<file path="config.mk">
export PLATFORM = sky130hd
export DESIGN_NAME = uti_top
export DESIGN_NICKNAME = d
export VERILOG_FILES = /design/src/pkg/uti_pkg.sv /design/src/pkg/uti_baud_if.sv /design/src/logic/uti_top.sv /design/src/logic/uti_sync.sv /design/src/logic/uti_baud_gen.sv
export SDC_FILE = /design/constraint.sdc
export NUM_CORES = 1
export LEC_CHECK = 0
export BUFFER_PORTS_ARGS = -buffer_cell sky130_fd_sc_hd__buf_2
export CAP_MARGIN = 10
export CORE_ASPECT_RATIO = 0.5
export CORE_MARGIN = 2
export CORE_UTILIZATION = 58
export DETAILED_ROUTE_END_ITERATION = 7
export MAX_ROUTING_LAYER = met4
export PLACE_DENSITY_LB_ADDON = 0.3
export SLEW_MARGIN = 10
export SYNTH_ARGS = -nofsm -noshare
export SYNTH_HDL_FRONTEND = slang
export SYNTH_SLANG_ARGS = --single-unit
</file>
<file path="constraint.sdc">
create_clock -name i_clk -period 5.75 [get_ports i_clk]
set_input_delay 0.2875 -clock i_clk [delete_from_list [all_inputs] [get_ports i_clk]]
set_output_delay 0.2875 -clock i_clk [all_outputs]
set_load 0.1 [all_outputs]
</file>
<file path="src/pkg/uti_pkg.sv">
// constants, field layout and types of the uart timing and infrared slice
// assumes a 32-bit apb slave at 200 MHz with one aligned word per register
package uti_pkg;
	localparam int unsigned UTI_AW = 12;
	localparam logic [11:0] OFF_IDLE_GAP = 12'h020;
	localparam logic [11:0] OFF_BAUD     = 12'h024;
	localparam logic [11:0] OFF_IR       = 12'h028;
	localparam logic [11:0] OFF_STATUS   = 12'h040;
	localparam logic [11:0] OFF_CLEAR    = 12'h044;
	localparam logic [11:0] OFF_ENABLE   = 12'h048;
	localparam logic [31:0] RST_IDLE_GAP = 32'h0000_0000;
	localparam logic [31:0] RST_BAUD     = 32'h0f00_0000;
	localparam logic [31:0] RST_IR       = 32'h0000_0040;
	localparam logic [31:0] MASK_IDLE_GAP = 32'h0000_ffff;
	localparam logic [31:0] MASK_BAUD     = 32'h3f00_ffff;
	localparam logic [31:0] MASK_IR       = 32'h0000_0062;
	localparam int unsigned GAP_LSB  = 8;
	localparam int unsigned CMP_LSB  = 0;
	localparam int unsigned BRD_LSB  = 0;
	localparam int unsigned BRD_W    = 16;
	localparam int unsigned PX_LSB   = 24;
	localparam int unsigned PX_W     = 4;
	localparam int unsigned PONE_BIT = 28;
	localparam int unsigned PEN_BIT  = 29;
	localparam int unsigned RX_POLARITY_INVERT_BIT = 6;
	localparam int unsigned TX_POLARITY_INVERT_BIT = 5;
	localparam int unsigned IR_TX_BIT  = 1;
	localparam int unsigned EV_N      = 2;
	localparam int unsigned EV_IDLE   = 0;
	localparam int unsigned EV_TXDONE = 1;
	localparam logic [3:0] M_FIXED_LIM = 4'hf;
	localparam logic [16:0] DIV_OFFSET = 17'h00002;
	localparam int unsigned DATA_BITS = 8;
	typedef enum logic [4:0] {
		TX_IDLE  = 5'b00001,
		TX_START = 5'b00010,
		TX_DATA  = 5'b00100,
		TX_STOP  = 5'b01000,
		TX_GAP   = 5'b10000
	} uti_tx_st_t;
endpackage : uti_pkg

</file>
<file path="src/pkg/uti_baud_if.sv">
// baud configuration and tick pulses between the top and the rate generator
// assumes both ends on the same clock
`timescale 1ns/1ps
`default_nettype none
interface uti_baud_if;
	logic        presc_en;
	logic        presc_one;
	logic [3:0]  presc_val;
	logic [15:0] divisor;
	logic        sample_tick;
	logic        bit_tick;
	modport gen (
		input  presc_en, presc_one, presc_val, divisor,
		output sample_tick, bit_tick
	);
	modport user (
		output presc_en, presc_one, presc_val, divisor,
		input  sample_tick, bit_tick
	);
endinterface : uti_baud_if
`default_nettype wire

</file>
<file path="src/logic/uti_top.sv">
// uart timing slice: apb registers, rx idle timeout, tx framing with gap,
// baud generator, line polarity and infrared direction
// assumes the rx fifo push/empty and tx byte stream are on i_clk
`timescale 1ns/1ps
`default_nettype none
module uti_top
	import uti_pkg::*;
(
	input  wire logic                     i_clk,          // 200 MHz clock
	input  wire logic                     i_rst,          // async reset, high
	input  wire logic                     i_psel,         // apb select
	input  wire logic                     i_penable,      // apb enable
	input  wire logic                     i_pwrite,       // apb write
	input  wire logic [uti_pkg::UTI_AW-1:0] i_paddr,      // apb byte address
	input  wire logic [31:0]              i_pwdata,       // apb write data
	input  wire logic [3:0]               i_pstrb,        // apb byte strobes
	output logic      [31:0]              o_prdata,       // apb read data
	output logic                          o_pready,       // apb ready
	output logic                          o_pslverr,      // apb error
	input  wire logic                     i_rx_fifo_push, // word into rx fifo
	input  wire logic                     i_rx_fifo_empty,// rx fifo empty
	input  wire logic                     i_rx,           // rx pin
	output logic                          o_rx_line,      // rx to decoder
	output logic                          o_rx_sample_tick,// oversample pulse
	input  wire logic                     i_tx_valid,     // tx byte offered
	input  wire logic [7:0]               i_tx_data,      // tx byte
	output logic                          o_tx_ready,     // tx byte taken
	output logic                          o_tx,           // tx pin
	output logic                          o_ir_tx_en,     // ir transmitter on
	output logic                          o_ir_rx_en,     // ir receiver on
	output logic                          o_irq           // level interrupt
);
	typedef struct packed {
		logic [31:0]      idle_gap;
		logic [31:0]      baud;
		logic [31:0]      ir;
		logic [EV_N-1:0]  status;
		logic [EV_N-1:0]  enable;
		logic             irq;
		logic             pready;
		logic             pslverr;
		logic [31:0]      prdata;
		logic             rx_line;
		logic             rx_tick;
		logic [7:0]       idle_cnt;
		logic             idle_run;
		uti_tx_st_t       tx_st;
		logic             tx_have;
		logic             tx_ready;
		logic [7:0]       tx_buf;
		logic [7:0]       tx_shift;
		logic [2:0]       bit_cnt;
		logic [7:0]       gap_cnt;
		logic             tx_level;
		logic             tx_out;
		logic             ir_tx_en;
		logic             ir_rx_en;
	} uti_top_t;

	localparam uti_top_t RST_S = '{
		idle_gap: RST_IDLE_GAP,
		baud:     RST_BAUD,
		ir:       RST_IR,
		status:   '0,
		enable:   '0,
		irq:      1'b0,
		pready:   1'b0,
		pslverr:  1'b0,
		prdata:   32'h0000_0000,
		rx_line:  1'b1,
		rx_tick:  1'b0,
		idle_cnt: 8'h00,
		idle_run: 1'b0,
		tx_st:    TX_IDLE,
		tx_have:  1'b0,
		tx_ready: 1'b1,
		tx_buf:   8'h00,
		tx_shift: 8'h00,
		bit_cnt:  3'h0,
		gap_cnt:  8'h00,
		tx_level: 1'b1,
		tx_out:   1'b1,
		ir_tx_en: 1'b0,
		ir_rx_en: 1'b1
	};

	uti_top_t s_q;
	uti_top_t s_d;
	uti_baud_if bif ();
	logic rx_sync;

	uti_sync #(
		.W (1)
	) u_rx_sync (
		.i_clk (i_clk),
		.i_rst (i_rst),
		.i_d   (i_rx),
		.o_q   (rx_sync)
	);

	uti_baud_gen u_baud (
		.i_clk (i_clk),
		.i_rst (i_rst),
		.bif   (bif)
	);

	assign bif.presc_en  = s_q.baud[PEN_BIT];
	assign bif.presc_one = s_q.baud[PONE_BIT];
	assign bif.presc_val = s_q.baud[PX_LSB +: PX_W];
	assign bif.divisor   = s_q.baud[BRD_LSB +: BRD_W];

	// strobe-merged write of one register, reserved bits forced to zero
	function automatic logic [31:0] merge(
		input logic [31:0] old_v,
		input logic [31:0] new_v,
		input logic [3:0]  strb,
		input logic [31:0] mask
	);
		logic [31:0] be;
		be = {{8{strb[3]}}, {8{strb[2]}}, {8{strb[1]}}, {8{strb[0]}}};
		merge = ((old_v & ~be) | (new_v & be)) & mask;
	endfunction : merge

	logic            acc_wait;
	logic            acc_done;
	logic [EV_N-1:0] ev_set;
	logic [EV_N-1:0] hw_clr;
	logic [EV_N-1:0] sw_clr;
	logic [7:0]      gap_val;
	logic [7:0]      cmp_val;
	logic            tick;
	logic            next_char;
	logic [31:0]     rd_v;
	logic            rd_err;

	always_comb begin
		s_d       = s_q;
		ev_set    = '0;
		hw_clr    = '0;
		sw_clr    = '0;
		next_char = 1'b0;
		rd_v      = 32'h0000_0000;
		rd_err    = 1'b0;
		tick      = bif.bit_tick;
		gap_val   = s_q.idle_gap[GAP_LSB +: 8];
		cmp_val   = s_q.idle_gap[CMP_LSB +: 8];
		// one wait state: ready rises the cycle after the access phase opens
		acc_wait  = i_psel && i_penable && !s_q.pready;
		acc_done  = i_psel && i_penable && s_q.pready;

		case (i_paddr)
			OFF_IDLE_GAP: rd_v = s_q.idle_gap;
			OFF_BAUD:     rd_v = s_q.baud;
			OFF_IR:       rd_v = s_q.ir;
			OFF_STATUS:   rd_v = {{(32-EV_N){1'b0}}, s_q.status};
			OFF_CLEAR:    rd_v = 32'h0000_0000;
			OFF_ENABLE:   rd_v = {{(32-EV_N){1'b0}}, s_q.enable};
			default:      rd_err = 1'b1;
		endcase
		s_d.pready = acc_wait;
		if (acc_wait) begin
			s_d.prdata  = i_pwrite ? 32'h0000_0000 : rd_v;
			s_d.pslverr = rd_err;
		end else begin
			s_d.prdata  = 32'h0000_0000;
			s_d.pslverr = 1'b0;
		end
		if (acc_done && i_pwrite) begin
			case (i_paddr)
				OFF_IDLE_GAP: begin
					s_d.idle_gap = merge(s_q.idle_gap, i_pwdata, i_pstrb,
						MASK_IDLE_GAP);
				end
				OFF_BAUD: begin
					s_d.baud = merge(s_q.baud, i_pwdata, i_pstrb, MASK_BAUD);
				end
				OFF_IR: begin
					s_d.ir = merge(s_q.ir, i_pwdata, i_pstrb, MASK_IR);
				end
				OFF_CLEAR: begin
					if (i_pstrb[0]) begin
						sw_clr = i_pwdata[EV_N-1:0];
					end
				end
				OFF_ENABLE: begin
					if (i_pstrb[0]) begin
						s_d.enable = i_pwdata[EV_N-1:0];
					end
				end
				default: begin
				end
			endcase
		end

		s_d.rx_line = rx_sync ^ s_q.ir[RX_POLARITY_INVERT_BIT];
		s_d.rx_tick = bif.sample_tick;
		s_d.ir_tx_en = s_d.ir[IR_TX_BIT];
		s_d.ir_rx_en = !s_d.ir[IR_TX_BIT];

		if (i_rx_fifo_push) begin
			s_d.idle_cnt = 8'h00;
			s_d.idle_run = 1'b1;
		end else if (i_rx_fifo_empty) begin
			s_d.idle_run = 1'b0;
		end else if (s_q.idle_run && s_q.idle_cnt == cmp_val) begin
			ev_set[EV_IDLE] = 1'b1;
			s_d.idle_run    = 1'b0;
		end else if (s_q.idle_run && tick) begin
			s_d.idle_cnt = s_q.idle_cnt + 8'h01;
		end
		hw_clr[EV_IDLE] = i_rx_fifo_push || i_rx_fifo_empty;

		// tx byte handshake; one byte held while another is on the line
		if (i_tx_valid && s_q.tx_ready) begin
			s_d.tx_have = 1'b1;
			s_d.tx_buf  = i_tx_data;
		end
		// frame steps move only on bit ticks so every bit is a full period
		case (s_q.tx_st)
			TX_IDLE: begin
				if (tick && s_q.tx_have) begin
					next_char = 1'b1;
				end
			end
			TX_START: begin
				if (tick) begin
					s_d.tx_st    = TX_DATA;
					s_d.tx_level = s_q.tx_shift[0];
					s_d.bit_cnt  = 3'h0;
				end
			end
			TX_DATA: begin
				if (tick) begin
					if (s_q.bit_cnt == 3'(DATA_BITS - 1)) begin
						s_d.tx_st    = TX_STOP;
						s_d.tx_level = 1'b1;
					end else begin
						s_d.tx_shift = {1'b0, s_q.tx_shift[7:1]};
						s_d.tx_level = s_q.tx_shift[1];
						s_d.bit_cnt  = s_q.bit_cnt + 3'h1;
					end
				end
			end
			TX_STOP: begin
				if (tick) begin
					ev_set[EV_TXDONE] = 1'b1;
					if (gap_val == 8'h00) begin
						next_char = 1'b1;
					end else begin
						s_d.tx_st   = TX_GAP;
						s_d.gap_cnt = 8'h00;
					end
				end
			end
			TX_GAP: begin
				if (tick) begin
					if ({1'b0, s_q.gap_cnt} + 9'h001 >= {1'b0, gap_val}) begin
						next_char = 1'b1;
					end else begin
						s_d.gap_cnt = s_q.gap_cnt + 8'h01;
					end
				end
			end
			default: begin
				s_d.tx_st    = TX_IDLE;
				s_d.tx_level = 1'b1;
			end
		endcase
		if (next_char) begin
			if (s_q.tx_have) begin
				s_d.tx_st    = TX_START;
				s_d.tx_level = 1'b0;
				s_d.tx_shift = s_q.tx_buf;
				s_d.tx_have  = 1'b0;
			end else begin
				s_d.tx_st    = TX_IDLE;
				s_d.tx_level = 1'b1;
			end
		end
		s_d.tx_ready = !s_d.tx_have;
		s_d.tx_out = s_d.tx_level ^ s_d.ir[TX_POLARITY_INVERT_BIT];

		// sticky status: a set in the clearing cycle survives
		s_d.status = (s_q.status & ~hw_clr & ~sw_clr) | ev_set;
		s_d.irq    = |(s_d.status & s_d.enable);
	end

	always_ff @(posedge i_clk or posedge i_rst) begin
		if (i_rst) begin
			s_q <= RST_S;
		end else begin
			s_q <= s_d;
		end
	end

	assign o_prdata         = s_q.prdata;
	assign o_pready         = s_q.pready;
	assign o_pslverr        = s_q.pslverr;
	assign o_rx_line        = s_q.rx_line;
	assign o_rx_sample_tick = s_q.rx_tick;
	assign o_tx_ready       = s_q.tx_ready;
	assign o_tx             = s_q.tx_out;
	assign o_ir_tx_en       = s_q.ir_tx_en;
	assign o_ir_rx_en       = s_q.ir_rx_en;
	assign o_irq            = s_q.irq;
endmodule : uti_top
`default_nettype wire

</file>
<file path="src/logic/uti_sync.sv">
// two flip-flop synchroniser for pin inputs
// assumes the input is asynchronous to i_clk
`timescale 1ns/1ps
`default_nettype none
module uti_sync #(
	parameter int unsigned W = 1
) (
	input  wire logic         i_clk, // system clock
	input  wire logic         i_rst, // async reset, high
	input  wire logic [W-1:0] i_d,   // asynchronous input
	output logic      [W-1:0] o_q    // synchronised output
);
	typedef struct packed {
		logic [W-1:0] s1;
		logic [W-1:0] s2;
	} uti_sync_t;
	uti_sync_t s_q;
	uti_sync_t s_d;
	always_comb begin
		s_d    = s_q;
		s_d.s1 = i_d;
		s_d.s2 = s_q.s1;
	end
	always_ff @(posedge i_clk or posedge i_rst) begin
		if (i_rst) begin
			s_q <= '0;
		end else begin
			s_q <= s_d;
		end
	end
	assign o_q = s_q.s2;
endmodule : uti_sync
`default_nettype wire

</file>
<file path="src/logic/uti_baud_gen.sv">
// baud rate generator: divisor stage then oversampling prescale stage
// assumes configuration may change at any time; counters recover by >=
`timescale 1ns/1ps
`default_nettype none
module uti_baud_gen
	import uti_pkg::*;
(
	input  wire logic i_clk, // system clock
	input  wire logic i_rst, // async reset, high
	uti_baud_if.gen   bif    // config in, ticks out
);
	typedef struct packed {
		logic [16:0] div_cnt;
		logic [3:0]  m_cnt;
		logic        sample_tick;
		logic        bit_tick;
	} uti_baud_t;
	uti_baud_t s_q;
	uti_baud_t s_d;
	logic [3:0]  m_lim;
	logic [16:0] div_lim;
	always_comb begin
		m_lim = M_FIXED_LIM;
		if (bif.presc_en && bif.presc_one) begin
			m_lim = 4'h0;
		end else if (bif.presc_en) begin
			m_lim = bif.presc_val;
		end
		div_lim = {1'b0, bif.divisor} + DIV_OFFSET - 17'h00001;
		s_d = s_q;
		s_d.sample_tick = 1'b0;
		s_d.bit_tick = 1'b0;
		if (s_q.div_cnt >= div_lim) begin
			s_d.div_cnt = '0;
			s_d.sample_tick = 1'b1;
			if (s_q.m_cnt >= m_lim) begin
				s_d.m_cnt = '0;
				s_d.bit_tick = 1'b1;
			end else begin
				s_d.m_cnt = s_q.m_cnt + 4'h1;
			end
		end else begin
			s_d.div_cnt = s_q.div_cnt + 17'h00001;
		end
	end
	always_ff @(posedge i_clk or posedge i_rst) begin
		if (i_rst) begin
			s_q <= '0;
		end else begin
			s_q <= s_d;
		end
	end
	assign bif.sample_tick = s_q.sample_tick;
	assign bif.bit_tick    = s_q.bit_tick;
endmodule : uti_baud_gen
`default_nettype wire

</file>
== Word level (Yosys, flattened, before mapping) ==
Index checks and enable logic that the tools add are counted.

* Flip-flop bits (word level): 154
* Bits in latches: 0
* RAM bits: 0
* Bits in read-only memories: 0
* Input port bits: 65
* Output and inout port bits: 41
* Logic and storage cells: 178
* Memories kept: 0

* Add/subtract/negate cells: 8
* $mul: 0
* Divide/modulo/power cells: 0
* Order comparisons: 3
* Equality and inequality tests: 28
* Shifts and indexed selects: 0
* Multiplexer cells: 63
* Bitwise logic cells: 16
* Reductions and logical operators: 29

{| class="wikitable"
|+ Operators by type and width
! kind !! number
|-
| $pmux W30 S5 || 1
|-
| $mux W8 || 10
|-
| $and A30 B30 Y30 || 2
|-
| $eq A12 B6 Y1 const B || 3
|-
| $eq A12 B7 Y1 const B || 3
|-
| $mux W33 || 1
|-
| $mux W32 || 1
|-
| $not A30 Y30 || 1
|-
| $or A30 B30 Y30 || 1
|-
| $mux W5 || 5
|-
| $mux W11 || 2
|-
| $mux W1 || 21
|-
| $pmux W5 S4 || 1
|-
| $mux W6 || 3
|-
| $add A16 B2 Y17 const B || 1
|-
| $add A17 B1 Y17 const B || 1
|-
| $ge A17 B17 Y1 || 1
|-
| $mux W17 || 1
|-
| $sub A17 B1 Y17 const B || 1
|-
| $add A8 B1 Y8 const B || 2
|-
| $and A16 B16 Y16 || 1
|-
| $mux W2 || 8
|-
| $or A16 B16 Y16 || 1
|-
| $pmux W8 S2 || 1
|-
| other kinds (42) || 74
|}

== Depth between registers and ports, before layout ==
* Word-level depth: 9
* Gate-level depth with buffers: 13
* Mapped depth without buffers: 13

== By module ==
Synthesis repeated with hierarchy kept, for this count alone.

* Cells, all modules: 726
* Area, all modules: 7703.6 um2

{| class="wikitable"
|+ By module, submodules not included
! module !! instances !! cells each !! area an instance (um2) !! sequential area each (um2)
|-
| uti_top || 1 || 517 || 5751.8 || 2966.6
|-
| uti_baud_gen || 1 || 206 || 1898.1 || 575.6
|-
| uti_sync || 1 || 3 || 53.8 || 50.0
|}

== Worst setup path before layout ==
OpenSTA, ideal clock, no wires.

* Path kind: register -> register
* Start: reg (tool-made name)
* End: reg u_baud.s_q[5] in the netlist's numbering
* Library setup time: 0.120 ns
* Arrival: 2.622 ns
* Data required time: 5.630 ns
* Slack: 3.007 ns
* Cell stages (with the launch flop): 14
* Path buffers: 0
* Period minus slack after synthesis: 2.743 ns
* Path through: dfrtp_1 and3_1 and2_1 and3_1 nand2_1 xor2_1 ha_1 nand4_1 o21ai_0 a221o_1 a21oi_1 o31ai_2 a21boi_0 a31o_2

{| class="wikitable"
|+ RTL lines
! item !! line !! source
|-
| end signal: assignment || uti_baud_gen.sv:48 || <nowiki>s_q <= '0;</nowiki>
|-
| end signal: assignment || uti_baud_gen.sv:50 || <nowiki>s_q <= s_d;</nowiki>
|-
| end: declaration || uti_baud_gen.sv:18 || <nowiki>uti_baud_t s_q;</nowiki>
|}

==> results.cfg <==
[timing]
relSlewSlack_pct = 31.5
worst_pin_slew_ns = 1.02
fin_hold_ws_ns = 0.0714
fin_tns_setup_ns = 0
fin_ws_ns = 2.23
period_share_pct = 61.2
skew_ns = 0.00984
rsz0062_at_grt = no
period_minus_slack_ns = 3.52
drv_slew = 0
final-setup-viol-count = 0
fmax_mhz = 284
hold_viol = 0

[drt]
first_iter_violations = 458
via_per_inst = 5.62
drc = 0
wire_per_inst_microns = 16.7
drt-total-wl_mm = 16.0
num_vias = 5393
final_antenna_net_count = 0
firstDrtPassIters = 8

[finish]
stdcell_area_sq_um = 8620
multi_input_area_sq_um = 3660
regArea_sq_um = 3590
fin_util_pct = 67.3
drive_above_1_share_pct = 24.2
layout.cells.non_filler = 959
finalNetCount = 877
diodes = 0
syn2layout_area_growth_pct = 12.1
fillers = 967

[cts]
cts_resized = 0
cts_hold_buf = 2
clkSlewWorstSetupHoldPaths_ns = 0.06
cts_buffer_depth = 2
cts_setup_buffers = 0
cts_tree = built
numCtsBuffers = 17
root_buffer = clkbuf_16
htree_levels = 4
clk-insertion-delay-late_ns = 0.41
cts_sinks = 143

[flow_run]
maxCapViolations = 0

[logic_synthesis]
avgSynthCellArea_sq_um = 10.7
synth_common_cells = dfrtp_1 (132), nor2_1 (66), nand2_1 (49), xor2_1 (39), mux2_2 (37)
syn-cell-area_sq_um = 7690
synth_cell_types = 71
seq_area_frac_synth_pct = 46.7
synth_flop_cell = dfrtp_1
async_flop_share_pct = 100
yosys_register_bits = 143
synth_largest_area_cell = dfrtp_1
synth_warnings = 0
synth_edf_count = 0
synth_cells = 716
synth_top_area_share_pct = 42.9
yosys-top-cells-area = dfrtp_1 (43%), ha_1 (5.9%), mux2_2 (5.4%), xor2_1 (4.4%), dfstp_2 (3.8%)
synth.most_common_cell = dfrtp_1

[min_path]
worstHoldStart = i_rx_fifo_empty
worst_hold_path.num_cells = 2
hold_class = primary input to register

[critical_path]
cp-endpoint = u_baud.s_q[5]
critPathLaunchType = register
endpoint_kind = register
worst-r2r-cell-count = 14
crit_slowest_cell = o31ai_2
critPathBufInv = 1
slowest_delay_ns = 0.65
path_max_fanout = 18
r2r_slack_ns = 2.23
critPathKind = register to register
required_ns = 6.05
cp_num_cells = 14
r2r-end = u_baud.s_q[5]
cpLargestDelayFamily = compound AO/OA/AOI/OAI gates
cpMostUsedCell = and3_1
crit_chain = and3_1, and2_1, and3_1, nand2_1, xor2_1, ha_1, nand4_1, o21ai_0, a221o_1, a21oi_1, o31ai_2, buf_4, a21boi_0, a31o_2
critPathArrivalTime_ns = 3.82

[place]
port_buffers = 84
place_area_sq_um = 7990
dp_hpwl_mm = 11.3
dp.cells = 925
gp_congestion = 0.876
post-place-ws_ns = 2.27

[grt]
grt_util_all_layers_pct = 24.5
grt_pass1_vias = 5323
grt_pass1_wl_mm = 26.8
antenna_found_initial = 0
grt_overflow = 0
grt_max_degree = 74

[power_and_ir_drop]
share_comb_of_total_power_pct = 17.0
power.density_nw_per_um2 = 326
clock_power_share_pct = 40.5
switchingPower_mw = 0.794
switching_share_pct = 28.3
p_total_mw = 2.81
max-vdd-ir-drop_mv = 0.185
p_seq_share_pct = 42.5
leakage_nw = 4.16
p_int_mw = 2.02

[floorplan]
start_util_pct = 60.0
fp-row-count = 29
die-width_microns = 167
core_sq_um = 12800
dieHeight_microns = 85.4
num_io_pins = 106
die_area_sq_um = 14300

[run_status]
status = finished, final reports clean
[area by class of cell]
type,count,area share [%]
clock inverters,11,1.94
repair buffers,88,5.28
flip-flops and latches,143,41.7
well taps,170,2.47
inverters,23,1.06
multi-input cells,503,42.5
clock buffers,21,5.11
[worst min-delay path by stage]
stage | endpoint | slack [ns]
final | s_q[86] | 0.07
after global routing | s_q[86] | 0.07
after CTS | s_q[86] | 0.06
after detailed placement | u_rx_sync.o_q | 0.34
after global placement | u_rx_sync.o_q | 0.33
after floorplan | u_rx_sync.s_d[0] | 0.32
[layout by cell type, fill, tap and decap left out, types with 4 or more instances in the layout]
| cell type | count |
|---|---|
| and3_1 | 15 |
| buf_2 | 84 |
| a22oi_1 | 16 |
| nand3_1 | 22 |
| clkbuf_1 | 4 |
| o21a_1 | 5 |
| dfrtp_1 | 132 |
| a21o_1 | 13 |
| dfstp_2 | 11 |
| xnor2_1 | 13 |
| ha_1 | 36 |
| mux2_2 | 37 |
| nor2_1 | 66 |
| inv_1 | 22 |
| nand4_1 | 11 |
| conb_1 | 10 |
| nor2b_1 | 7 |
| xor2_1 | 39 |
| nor4_4 | 4 |
| nand2b_1 | 9 |
| nor3_1 | 4 |
| mux2i_1 | 10 |
| o21ai_0 | 31 |
| bufinv_16 | 4 |
| nand2_1 | 49 |
| and2_1 | 11 |
| a21oi_1 | 20 |
| mux2_1 | 12 |
| nor4_1 | 7 |
| a21boi_0 | 5 |
| clkbuf_16 | 17 |
[metal layers]
| metal | part of all wire, % | up-vias | track usage [%] |
|---|---|---|---|
| met5 | 0 | - | - |
| met4 | 0.92 | 0 | 6.27 |
| met3 | 3.4 | 16 | 4.43 |
| met1 | 48 | 2688 | 33.4 |
| li1 | - | 2587 | - |
| met2 | 48 | 102 | 38.5 |
[kinds of logic (layout without fill, tap and decap cells)]
logic type	after synthesis	after routing	share of synthesized area, %
other	1	10	0.0488
XOR/XNOR	52	52	5.92
buffers and inverters	79	143	6.12
AO/OA/AOI/OAI	116	116	10.3
flip-flops	143	143	46.7
adder cells (fa/ha/maj)	36	36	5.86
multiplexers	59	59	8.48
AND/OR/NAND/NOR	230	230	16.5
[power by group through the flow]
stage / registers [mW] / clock network [mW] / logic (mW)
global placement: 1.20 / 0 / 0.465
floorplan: 1.26 / 0 / 0.327
finish: 1.19 / 1.14 / 0.478
detailed placement: 1.21 / 0 / 0.479
global route: 1.21 / 1.20 / 0.530
CTS: 1.19 / 1.15 / 0.484
Note: power is estimated with default switching activity, not from simulation.
